## src/core/nmi_pkg.sv

```systemverilog
// package for the oscillator, mixer and interpolation-mode configuration block
// assumes an 8-bit register port and one clock at the converter update rate
package nmi_pkg;

  // ----------------------------------------
  // register offsets
  // ----------------------------------------
  localparam logic [7:0] NMI_ADDR_CTRL = 8'h1B;
  localparam logic [7:0] NMI_ADDR_HB1 = 8'h1C;
  localparam logic [7:0] NMI_ADDR_HB2 = 8'h1D;
  localparam logic [7:0] NMI_ADDR_HB3 = 8'h1E;
  localparam logic [7:0] NMI_ADDR_FTW0 = 8'h30;
  localparam logic [7:0] NMI_ADDR_FTW1 = 8'h31;
  localparam logic [7:0] NMI_ADDR_FTW2 = 8'h32;
  localparam logic [7:0] NMI_ADDR_FTW3 = 8'h33;
  localparam logic [7:0] NMI_ADDR_UPD = 8'h36;
  localparam logic [7:0] NMI_ADDR_STAT = 8'h37;

  // ----------------------------------------
  // field layouts, sizes and the unmapped read value
  // ----------------------------------------
  localparam int NMI_CTRL_HB1_EN = 0;
  localparam int NMI_CTRL_HB2_EN = 1;
  localparam int NMI_CTRL_HB3_EN = 2;
  localparam int NMI_CTRL_PREMOD = 3;
  localparam int NMI_CTRL_NCO_EN = 4;
  localparam int NMI_CTRL_W = 5;
  localparam int NMI_UPD_BIT = 0;
  localparam int NMI_MODE_MOD_BIT = 2;
  localparam int NMI_HB1_MOD_BIT = 1;
  localparam int NMI_HB1_CROSS_BIT = 0;
  localparam int NMI_FIFO_DEPTH = 16;
  localparam int NMI_SMP_W = 16;
  localparam int NMI_PHASE_W = 32;
  localparam int NMI_OCT_W = 3;
  localparam logic [7:0] NMI_RD_NONE = 8'h00;

  // ----------------------------------------
  // carried types
  // ----------------------------------------
  typedef struct packed {
    logic signed [NMI_SMP_W-1:0] i;
    logic signed [NMI_SMP_W-1:0] q;
  } nmi_iq_t;

  typedef struct packed {
    logic [1:0] hb1;
    logic [5:0] hb2;
    logic [5:0] hb3;
    logic [NMI_CTRL_W-1:0] ctrl;
    logic [NMI_PHASE_W-1:0] ftw_pend;
    logic upd;
    logic [NMI_PHASE_W-1:0] ftw_act;
    logic [NMI_PHASE_W-1:0] phase;
    logic [3:0] cnt;
    nmi_iq_t hold;
    nmi_iq_t out;
    logic out_v;
    logic [7:0] rdata;
  } nmi_state_t;

  // coarse octant carrier table, full scale just under one
  function automatic nmi_iq_t nmi_carrier(input logic [NMI_OCT_W-1:0] oct);
    nmi_iq_t c;
    unique case (oct)
      3'h0: c = '{16'h7FFF, 16'h0000};
      3'h1: c = '{16'h5A82, 16'h5A82};
      3'h2: c = '{16'h0000, 16'h7FFF};
      3'h3: c = '{16'hA57E, 16'h5A82};
      3'h4: c = '{16'h8001, 16'h0000};
      3'h5: c = '{16'hA57E, 16'hA57E};
      3'h6: c = '{16'h0000, 16'h8001};
      3'h7: c = '{16'h5A82, 16'hA57E};
    endcase
    return c;
  endfunction

endpackage

```

## src/core/nmi_core.sv

```systemverilog
// fine quadrature modulator with interpolation-mode configuration
// assumes clk runs at the converter update rate and the sink accepts one sample a cycle
// What this block does
// - carrier is cosine and sine 90 degrees apart, mixed and summed into I and Q
// - 32-bit tuning word held in four consecutive byte registers, low byte first
// - oscillator steps at input rate, or twice that with first stage on
// - carrier frequency is word over two to the 32 times oscillator rate
// - tuning word applies only on a 0 to 1 edge of update bit 0
// - all other configuration registers act at once when written
// - three consecutive mode registers; 2-bit first, doubled 3-bit second and third
// - four-times mode bypasses the third stage; first two set the shift
// - eight-times mode runs all three stages in cascade
// - premodulation shifts input by half its rate with first-stage mode 1 or 3
// - four-times through second and third stages with first bypassed is allowed
// - first stage modes 1,3 cross-mix; modes 2,3 modulate by stage input rate
// - later stages modes 4-7 modulate; only modes 0 and 4 keep I, Q apart
`timescale 1ns/1ps
module nmi_core
  import nmi_pkg::*;
(
  input wire logic clk,
  input wire logic rst_n,
  input wire logic ce,
  input wire logic reg_wr,
  input wire logic reg_rd,
  input wire logic [7:0] reg_addr,
  input wire logic [7:0] reg_wdata,
  output logic [7:0] reg_rdata,
  input wire nmi_iq_t smp_data,
  input wire logic smp_valid,
  output logic smp_ready,
  output nmi_iq_t dac_data,
  output logic dac_valid,
  input wire logic dac_ready
);

  // ----------------------------------------
  // buffer and state
  // ----------------------------------------
  nmi_state_t s_r;
  nmi_state_t s_nxt;
  nmi_iq_t fifo_data;
  logic fifo_valid;
  logic fifo_pop;

  logic hb1_en;
  logic hb2_en;
  logic hb3_en;
  logic [1:0] k23;
  logic [1:0] k_all;
  logic [3:0] mask23;
  logic [3:0] mask_all;
  logic pop_need;
  logic adv;
  logic nco_tick;
  logic cross1;
  logic cross2;
  logic cross3;
  logic signed [2*NMI_SMP_W-1:0] dc_ref;

  nmi_fifo #(
    .W(2*NMI_SMP_W),
    .D(NMI_FIFO_DEPTH)
  ) u_fifo (
    .clk(clk),
    .rst_n(rst_n),
    .ce(ce),
    .in_data(smp_data),
    .in_valid(smp_valid),
    .in_ready(smp_ready),
    .out_data(fifo_data),
    .out_valid(fifo_valid),
    .out_ready(fifo_pop)
  );

  // ----------------------------------------
  // rate decode
  // ----------------------------------------
  assign hb1_en = s_r.ctrl[NMI_CTRL_HB1_EN];
  assign hb2_en = s_r.ctrl[NMI_CTRL_HB2_EN];
  assign hb3_en = s_r.ctrl[NMI_CTRL_HB3_EN];
  assign k23 = 2'(hb2_en) + 2'(hb3_en);
  assign k_all = k23 + 2'(hb1_en);
  assign mask23 = (4'h1 << k23) - 4'h1;
  assign mask_all = (4'h1 << k_all) - 4'h1;
  assign pop_need = (s_r.cnt & mask_all) == 4'h0;
  assign nco_tick = (s_r.cnt & mask23) == 4'h0;
  // stalls when the sink holds off or the buffer runs dry, so back-pressure reaches the source
  assign adv = dac_ready && (!pop_need || fifo_valid);
  assign fifo_pop = dac_ready && pop_need;

  assign cross1 = hb1_en && s_r.hb1[NMI_HB1_CROSS_BIT];
  assign cross2 = hb2_en && (s_r.hb2[1:0] != 2'h0);
  assign cross3 = hb3_en && (s_r.hb3[1:0] != 2'h0);

  assign dac_data = s_r.out;
  assign dac_valid = s_r.out_v;
  assign reg_rdata = s_r.rdata;

  // ----------------------------------------
  // next state
  // ----------------------------------------
  always_comb begin
    nmi_iq_t smp;
    nmi_iq_t car;
    nmi_iq_t mix;
    logic signed [2*NMI_SMP_W:0] acc_i;
    logic signed [2*NMI_SMP_W:0] acc_q;
    smp = '0;
    car = '0;
    mix = '0;
    acc_i = '0;
    acc_q = '0;
    s_nxt = s_r;

    // mode and control bytes take effect immediately
    if (reg_wr) begin
      unique case (reg_addr)
        NMI_ADDR_CTRL: s_nxt.ctrl = reg_wdata[NMI_CTRL_W-1:0];
        NMI_ADDR_HB1: s_nxt.hb1 = reg_wdata[1:0];
        NMI_ADDR_HB2: s_nxt.hb2 = reg_wdata[5:0];
        NMI_ADDR_HB3: s_nxt.hb3 = reg_wdata[5:0];
        // bytes only fill the pending word
        NMI_ADDR_FTW0: s_nxt.ftw_pend[7:0] = reg_wdata;
        NMI_ADDR_FTW1: s_nxt.ftw_pend[15:8] = reg_wdata;
        NMI_ADDR_FTW2: s_nxt.ftw_pend[23:16] = reg_wdata;
        NMI_ADDR_FTW3: s_nxt.ftw_pend[31:24] = reg_wdata;
        NMI_ADDR_UPD: begin
          s_nxt.upd = reg_wdata[NMI_UPD_BIT];
          if (reg_wdata[NMI_UPD_BIT] && !s_r.upd) begin
            s_nxt.ftw_act = s_r.ftw_pend;
          end
        end
        default: ;
      endcase
    end

    if (reg_rd) begin
      unique case (reg_addr)
        NMI_ADDR_CTRL: s_nxt.rdata = 8'(s_r.ctrl);
        NMI_ADDR_HB1: s_nxt.rdata = 8'(s_r.hb1);
        NMI_ADDR_HB2: s_nxt.rdata = 8'(s_r.hb2);
        NMI_ADDR_HB3: s_nxt.rdata = 8'(s_r.hb3);
        NMI_ADDR_FTW0: s_nxt.rdata = s_r.ftw_pend[7:0];
        NMI_ADDR_FTW1: s_nxt.rdata = s_r.ftw_pend[15:8];
        NMI_ADDR_FTW2: s_nxt.rdata = s_r.ftw_pend[23:16];
        NMI_ADDR_FTW3: s_nxt.rdata = s_r.ftw_pend[31:24];
        NMI_ADDR_UPD: s_nxt.rdata = 8'(s_r.upd);
        NMI_ADDR_STAT: s_nxt.rdata = {4'h0, s_r.out_v, cross3, cross2, cross1};
        default: s_nxt.rdata = NMI_RD_NONE;
      endcase
    end

    if (adv) begin
      smp = pop_need ? fifo_data : s_r.hold;
      s_nxt.hold = smp;
      // premodulation, alternate sign per input sample
      if (s_r.ctrl[NMI_CTRL_PREMOD] && hb1_en && s_r.hb1[NMI_HB1_CROSS_BIT] && s_r.cnt[k_all]) begin
        smp.i = -smp.i;
        smp.q = -smp.q;
      end
      // first stage modulation by its input rate
      if (hb1_en && s_r.hb1[NMI_HB1_MOD_BIT] && s_r.cnt[k23]) begin
        smp.i = -smp.i;
        smp.q = -smp.q;
      end
      // complex mix; half gain keeps the sum from wrapping
      car = nmi_carrier(s_r.phase[NMI_PHASE_W-1 -: NMI_OCT_W]);
      acc_i = (2*NMI_SMP_W+1)'(smp.i * car.i) - (2*NMI_SMP_W+1)'(smp.q * car.q);
      acc_q = (2*NMI_SMP_W+1)'(smp.i * car.q) + (2*NMI_SMP_W+1)'(smp.q * car.i);
      mix.i = acc_i[2*NMI_SMP_W-1 -: NMI_SMP_W];
      mix.q = acc_q[2*NMI_SMP_W-1 -: NMI_SMP_W];
      if (!s_r.ctrl[NMI_CTRL_NCO_EN]) begin
        mix = smp;
      end
      // later stage modulation by their input rates
      if (hb2_en && s_r.hb2[NMI_MODE_MOD_BIT] && s_r.cnt[hb3_en]) begin
        mix.i = -mix.i;
        mix.q = -mix.q;
      end
      if (hb3_en && s_r.hb3[NMI_MODE_MOD_BIT] && s_r.cnt[0]) begin
        mix.i = -mix.i;
        mix.q = -mix.q;
      end
      if (nco_tick) begin
        s_nxt.phase = s_r.phase + s_r.ftw_act;
      end
      s_nxt.cnt = s_r.cnt + 4'h1;
      s_nxt.out = mix;
      s_nxt.out_v = 1'b1;
    end else if (dac_ready) begin
      s_nxt.out_v = 1'b0;
    end
  end

  always_ff @(posedge clk or negedge rst_n) begin
    if (!rst_n) begin
      s_r <= '0;
    end else if (ce) begin
      s_r <= s_nxt;
    end
  end

  // zero-phase carrier is just under full scale, so the product is not a plain halving
  assign dc_ref = 32'(fifo_data.i) * 32'sh0000_7FFF;
endmodule

```

## src/core/nmi_fifo.sv

```systemverilog
// sample buffer between the baseband source and the modulator datapath
// assumes both sides on clk; ce low freezes it
`timescale 1ns/1ps
module nmi_fifo
  import nmi_pkg::*;
#(
  parameter int W = 32,
  parameter int D = 16
) (
  input wire logic clk,
  input wire logic rst_n,
  input wire logic ce,
  input wire logic [W-1:0] in_data,
  input wire logic in_valid,
  output logic in_ready,
  output logic [W-1:0] out_data,
  output logic out_valid,
  input wire logic out_ready
);
  localparam int AW = $clog2(D);

  typedef struct packed {
    logic [D-1:0][W-1:0] mem;
    logic [AW-1:0] wp;
    logic [AW-1:0] rp;
    logic [AW:0] cnt;
  } nmi_fifo_st_t;

  nmi_fifo_st_t s_r;
  nmi_fifo_st_t s_nxt;
  logic push;
  logic pop;

  assign in_ready = (s_r.cnt != (AW+1)'(D));
  assign out_valid = (s_r.cnt != '0);
  assign out_data = s_r.mem[s_r.rp];
  assign push = in_valid && in_ready;
  assign pop = out_valid && out_ready;

  always_comb begin
    s_nxt = s_r;
    if (push) begin
      s_nxt.mem[s_r.wp] = in_data;
      s_nxt.wp = (s_r.wp == AW'(D-1)) ? '0 : s_r.wp + 1'b1;
    end
    if (pop) begin
      s_nxt.rp = (s_r.rp == AW'(D-1)) ? '0 : s_r.rp + 1'b1;
    end
    s_nxt.cnt = s_r.cnt + (AW+1)'(push) - (AW+1)'(pop);
  end

  always_ff @(posedge clk or negedge rst_n) begin
    if (!rst_n) begin
      s_r <= '0;
    end else if (ce) begin
      s_r <= s_nxt;
    end
  end
endmodule

```

## config.mk

```make
export PLATFORM = sky130hd
export DESIGN_NAME = nmi_core
export DESIGN_NICKNAME = d
export VERILOG_FILES = /design/src/core/nmi_pkg.sv /design/src/core/nmi_core.sv /design/src/core/nmi_fifo.sv
export SDC_FILE = /design/constraint.sdc
export NUM_CORES = 2
export LEC_CHECK = 0
export BUFFER_PORTS_ARGS = -buffer_cell sky130_fd_sc_hd__buf_2
export CAP_MARGIN = 20
export CORE_MARGIN = 2
export CORE_UTILIZATION = 33
export CTS_CLUSTER_SIZE = 40
export DETAILED_ROUTE_END_ITERATION = 7
export PLACE_DENSITY = 0.44
export SLEW_MARGIN = 30
export SYNTH_ARGS = -nofsm -noshare
export SYNTH_HDL_FRONTEND = slang
export SYNTH_HIERARCHICAL = 1
export SYNTH_SLANG_ARGS = --single-unit
```

## constraint.sdc

```tcl
create_clock -name clk -period 18.9 [get_ports clk]
set_clock_uncertainty 0.15 [all_clocks]
set_input_delay 0.945 -clock clk [delete_from_list [all_inputs] [get_ports clk]]
set_output_delay 0.945 -clock clk [all_outputs]
set_load 0.05 [all_outputs]
```

Word level (Yosys, flattened, before mapping)
Memories as Yosys holds them, arrays and structs flattened.
Index checks and enable logic that the tools add are counted.
W data, S select, Z words.
{"block": "op_classes", "add_sub_neg": 20, "mul": 4, "order_cmp": 6, "eq_ne": 13, "n_shift": 2, "muxes": 27, "bitwise": 2, "n_reduce_logical": 43}
{"operator": "$bwmux W512", "count": 1}
{"operator": "$mux W32", "count": 13}
{"operator": "$bmux W32 S4", "count": 1}
{"operator": "$demux W32 S4", "count": 1}
{"operator": "$mul A16 B16 Y32", "count": 4}
{"operator": "$neg A16 Y16", "count": 8}
{"operator": "$pmux W8 S10", "count": 1}
{"operator": "$add A32 B32 Y32", "count": 2}
{"operator": "$eq A8 B6 Y1 const B", "count": 6}
{"operator": "$eq A8 B5 Y1 const B", "count": 4}
{"operator": "$sub A32 B32 Y32", "count": 1}
{"operator": "$reduce_and A3 Y1", "count": 10}
{"operator": "$logic_and A1 B1 Y1", "count": 18}
{"operator": "$add A4 B1 Y4 const B", "count": 3}
{"operator": "$lt A4 B5 Y1 const B", "count": 2}
{"operator": "$reduce_and A2 Y1", "count": 5}
{"operator": "$and A4 B4 Y4", "count": 2}
{"operator": "$eq A4 B4 Y1 const B", "count": 2}
{"operator": "$logic_not A4 Y1", "count": 2}
{"operator": "$mux W4", "count": 2}
{"operator": "$shl A1 B2 Y4 const A", "count": 2}
{"operator": "$sub A4 B1 Y4 const B", "count": 2}
{"operator": "$lt A2 B3 Y1 const B", "count": 2}
{"operator": "$mux W1", "count": 6}
{"operator": "13 further kinds", "count": 17}
{"block": "word_totals", "register_bits": 718, "rom_bits": 256, "out_inout_bits": 42, "word_cells": 155, "memories": 1}
{"name": "(name not given)", "words": 8, "width": 32, "read_ports": 1, "rd_ports_with_merged_regs": 0, "wr": 0, "line": "nmi_pkg.sv:65", "source": "unique case (oct)"}

Logic depth before layout (Yosys ltp)
{"block": "depth", "depth_word": 22, "depth_mapped": 57, "mapped_depth_nobuf": 51}

By module
Netlist, hierarchy kept.
{"module": "nmi_core", "instances": 1, "cells_per_inst": 4945, "area_per_inst_um2": 48666.7}
{"module": "nmi_fifo", "instances": 1, "cells_per_inst": 1612, "area_per_inst_um2": 24392.1}

Worst setup path before layout
Ideal clock, no wire load.
{"block": "synth_path", "path_kind": "reg2reg", "start": "register s_r (netlist bit hb3_en)", "end": "register s_r (netlist bit dac_data[31])", "setup_ps": 129, "arrival_time_ps": 13080, "t_required_ps": 18621, "path_slack_ps": 5542, "stages_incl_launch_ff": 52, "synth_period_minus_slack_ps": 13358, "cell_sequence": "dfrtp_1 > inv_1 > fa_1 > nand2b_1 > a211o_1 > buf_6 > buf_6 > buf_6 > nand2_1 > nand2_2 > inv_1 > buf_2 > ha_1 > clkbuf_1 > nor4b_1 > nand3b_1 > mux2i_1 > o21ai_0 > (+16 left out) > inv_1 > fa_1 > inv_1 > ha_1 > a21o_1 > nand2_1 > o21ai_0 > a21o_2 > or4_1 > o211ai_2 > nand3_2 > nor2_4 > mux2_2 > o22a_1 > or4_4 > o31a_1 > xnor3_1 > o21ai_1"}
{"block": "synth_between", "elab_chain_len": 22}
{"item": "start: declaration", "line": "nmi_core.sv:40", "source": "nmi_state_t s_r;"}
{"item": "start signal: assignment", "line": "nmi_core.sv:200", "source": "s_r <= s_nxt;"}
{"item": "$add A1 B1 Y2", "line": "nmi_core.sv:82", "source": "assign k23 = 2'(hb2_en) + 2'(hb3_en);"}
{"item": "$add A2 B1 Y2", "line": "nmi_core.sv:83", "source": "assign k_all = k23 + 2'(hb1_en);"}
{"item": "$shl A1 B2 Y4", "line": "nmi_core.sv:85", "source": "assign mask_all = (4'h1 << k_all) - 4'h1;"}
{"item": "$sub A4 B1 Y4", "line": "nmi_core.sv:85"}
{"item": "$and A4 B4 Y4", "line": "nmi_core.sv:86", "source": "assign pop_need = (s_r.cnt & mask_all) == 4'h0;"}
{"item": "$logic_not A4 Y1", "line": "nmi_core.sv:86"}
{"item": "$mux W32", "line": "nmi_core.sv:155", "source": "smp = pop_need ? fifo_data : s_r.hold;"}
{"item": "$neg A16 Y16, on equally long branches", "line": "nmi_core.sv:159, nmi_core.sv:160"}
{"item": "(+6 left out)"}
{"item": "$sub A32 B32 Y32", "line": "nmi_core.sv:169", "source": "acc_i = (2*NMI_SMP_W+1)'(smp.i * car.i) - (2*NMI_SMP_W+1)'(smp.q * car.q);"}
{"item": "$mux W32", "line": "nmi_core.sv:173", "source": "if (!s_r.ctrl[NMI_CTRL_NCO_EN]) begin"}
{"item": "$mux W32", "line": "nmi_core.sv:154", "source": "if (adv) begin"}
{"item": "$neg A16 Y16", "line": "nmi_core.sv:178", "source": "mix.i = -mix.i;"}
{"item": "$mux W32", "line": "nmi_core.sv:177", "source": "if (hb2_en && s_r.hb2[NMI_MODE_MOD_BIT] && s_r.cnt[hb3_en]) begin"}
{"item": "$mux W32", "line": "nmi_core.sv:154"}
{"item": "$neg A16 Y16", "line": "nmi_core.sv:182", "source": "mix.i = -mix.i;"}
{"item": "$mux W32", "line": "nmi_core.sv:181", "source": "if (hb3_en && s_r.hb3[NMI_MODE_MOD_BIT] && s_r.cnt[0]) begin"}
Several ways; a longest one is shown, not always the timed one. The select of a mux whose other input is x is not followed.
A chain may end at the register's enable or synchronous reset.

==> metrics.md <==
| Metric | Value |
|---|---|
| Fin crit share | `0.901` |
| Total congestion overflow | `0` |
| H-tree depth | `3` |
| CTS tree | `yes` |
| R2R Path End | `dac_data[13]` |
| Fmax | `58.7 MHz` |
| Num rows | `172` |
| Antenna violations before repair | `26` |
| Total CTS buffers | `80` |
| Fillers | `22100` |
| Final setup fails | `0` |
| Core Region | `0.220 sq mm` |
| Ys flop type | `dfrtp_1` |
| Asr flop ratio synth | `1.00` |
| Residual DRC | `0` |
| Reg clk slew, reported paths | `0.07 ns` |
| DRT antenna net count | `0` |
| RSZ-0062 raised after global routing | `no` |
| DPL Wire Length | `172000 microns` |
| Vias in the first global route | `50800` |
| Area of the multi-input gates | `0.0488 sq mm` |
| Largest net degree at the start of global routing | `150` |
| Most frequent CP cell | `fa_1` |
| Pre-antenna DRT Iters | `8` |
| Post-route cell area | `0.0792 sq mm` |
| Post-synthesis instance area | `0.0731 sq mm` |
| Post-CTS Setup Bufs | `0` |
| WL per Instance | `23.5 microns` |
| Gate Count Post-Synth | `6557` |
| Area contributors post-synth | `fa_1 28%, dfrtp_1 25%, ha_1 6.8%` |
| Placed Area | `0.0764 sq mm` |
| Full die area | `0.225 sq mm` |
| Final layout net count | `8009` |
| Setup TNS | `0 ns` |
| Max_cap viols | `0` |
| Final hold violation count | `0` |
| Seq/Total Area, Yosys | `0.246` |
| GRT Total Usage | `0.203` |
| Critical path's slowest cell | `nor4_2` |
| Relative slew slack | `0.368` |
| Post-CTS sizing | `0` |
| Worst-Skew Late Latency | `0.71 ns` |
| Number of synthesized flops with an enable pin | `0` |
| Area taken by flip-flops and latches | `0.0180 sq mm` |
| Post-synth top area share | `0.284` |
| Hold Path Class | `input port to asynchronous set/reset pin` |
| Crit Path Category | `flop to flop` |
| Die height | `475 microns` |
| Die Span X | `475 microns` |
| Via count | `47100` |
| Synth warnings | `6` |
| Crit-path max FO | `46` |
| Worst r2r path cells | `48` |
| Status | `complete, no violations` |
| Routed wire length | `224000 microns` |
| Fraction of layout cells with a size suffix above 1 | `0.135` |
| Synth Area per Inst | `11.1 sq um` |
| Max-slew violations | `0` |
| Iter 0 DRT Violations | `3032` |
| Count of input and output buffers | `96` |
| Synth Register Bits | `718` |
| Crit path time final | `17.03 ns` |
| Clock buffer depth | `3` |
| Worst Path Arrival | `17.44 ns` |
| Crit. End Element | `flop` |
| Worst slew pin tran | `0.943 ns` |
| Critical Path RT | `19.31 ns` |
| Cell accounting for the most synthesized area | `fa_1` |
| Routed wl met3 | `11400 microns` |
| Max stage delay on crit path | `0.86 ns` |
| Synth cell types | `127` |
| Worst slack, placed | `2.17 ns` |
| Clock sink count | `718` |
| Top Layer Used | `met5` |
| Critical Path Source Type | `flop` |
| WL met2 | `105000 microns` |
| R2R Setup Slk | `1.87 ns` |
| Root buffer cell | `clkbuf_16` |
| Ports | `97` |
| Final worst slack | `1.87 ns` |
| Number of vias per cell | `4.93` |
| Crit Reg-Reg Startpoint | `u_fifo/s_r[7]` |
| Syn Nets | `8048` |
| Area Growth Syn to Fin | `8.37%` |
| DRT met1 WL | `100000 microns` |
| First-pass GRT wire length | `338000 microns` |
| Initial Util | `0.332` |
| # hold bufs at CTS | `0` |
| Gpl congestion | `0.912` |
[final cells by class]
type / count / share of cell area
flip-flops and latches: 718 / 0.227
well taps: 2958 / 0.0467
diodes: 8 / 0.000253
multi-input cells: 4262 / 0.616
clock inverters: 27 / 0.00416
inverters: 1258 / 0.0596
repair buffers: 198 / 0.0168
clock buffers: 116 / 0.0294
[cells in the final DEF, fill, tap and decap left out, types with 21 or more instances in the layout]
cell,n
nor2_1,223
buf_2,95
and3_1,29
a21oi_1,111
fa_1,1038
a221oi_1,71
nand2_1,416
mux2i_1,182
inv_1,1253
mux2_1,303
xnor2_1,154
or2_2,21
buf_4,94
clkbuf_16,81
xor2_1,81
nand3_1,38
nand2b_1,43
mux2_2,330
o21ai_0,168
and2_1,55
nor3_1,36
a21o_1,58
dfrtp_1,713
mux4_2,70
a22oi_1,39
ha_1,398
[state kept, by name, summed over array words and instances (netlist names)]
| register | flops |
|---|---|
| dac_valid | 1 |
| dac_data | 32 |
| hb1_en | 1 |
| u_fifo/s_r | 525 |
| hb3_en | 1 |
| reg_rdata | 8 |
| s_r | 149 |
| hb2_en | 1 |
[cell families after synthesis]
group	count (synthesis)	synth area share
AOI/OAI and AO/OA	670	0.0650
DFF	718	0.246
and+or+nand+nor	995	0.0671
muxes	895	0.146
buffers and inverters	1577	0.0897
xor gates and xnor gates	262	0.0331
adders and majority gates	1440	0.353
[metal layers]
| metal | track usage | vias up |
|---|---|---|
| met1 | 0.277 | 24700 |
| met2 | 0.331 | 962 |
| met4 | 0.0589 | 30 |
| met5 | 0 | - |
| met3 | 0.0362 | 278 |
| li1 | - | 21100 |
[Yosys cell counts, drive strengths merged (10+ instances only)]
cell,instances
a211o,10
a211oi,19
a21o,59
a21oi,114
a221oi,72
a22oi,39
a31oi,19
and2,57
and3,31
buf,155
clkbuf,164
dfrtp,718
fa,1038
ha,398
inv,1256
mux2,637
mux2i,188
mux4,70
nand2,418
nand2b,43
nand3,57
nand4,19
nor2,230
nor2b,10
nor3,36
nor4,11
o211ai,16
o21a,11
o21ai,187
o31ai,23
or2,22
or3,15
xnor2,169
xor2,90
[worst max path at each step]
stage,startpoint,to,slack [ns]
CTS,u_fifo/s_r[7],dac_data[13],2.09
floorplan,hb3_en,dac_data[31],5.54
detailed placement,u_fifo/s_r[7],dac_data[13],2.17
global placement,u_fifo/s_r[7],dac_data[13],2.47
finish,u_fifo/s_r[7],dac_data[13],1.87
global route,u_fifo/s_r[7],dac_data[13],1.15
[per-stage QoR]
| stage | std cells | util | hold WS, ns |
|---|---|---|---|
| after global placement | 9392 | 0.347 | 0.313 |
| after detailed placement | 9392 | 0.347 | 0.318 |
| final | 9545 | 0.360 | 0.0871 |
| after CTS | 9535 | 0.360 | 0.0256 |
| after floorplan | 6557 | - | 0.290 |
| after global routing | 9538 | 0.360 | 0.113 |
[critical path: cells and delay by family, from the launching register on]
kind                       cells  cell delay [ns]
buffers and inverters          7             2.08
xor gates and xnor gates       3             0.76
AOI/OAI and AO/OA             14             3.83
muxes                          2             0.46
adders and majority gates      9             4.32
and+or+nand+nor               13             4.57
DFF                            1             0.67
Power is left out: the tool's default activity adds up to more than one toggle a clock period on the data nets, which glitch-free logic cannot reach.
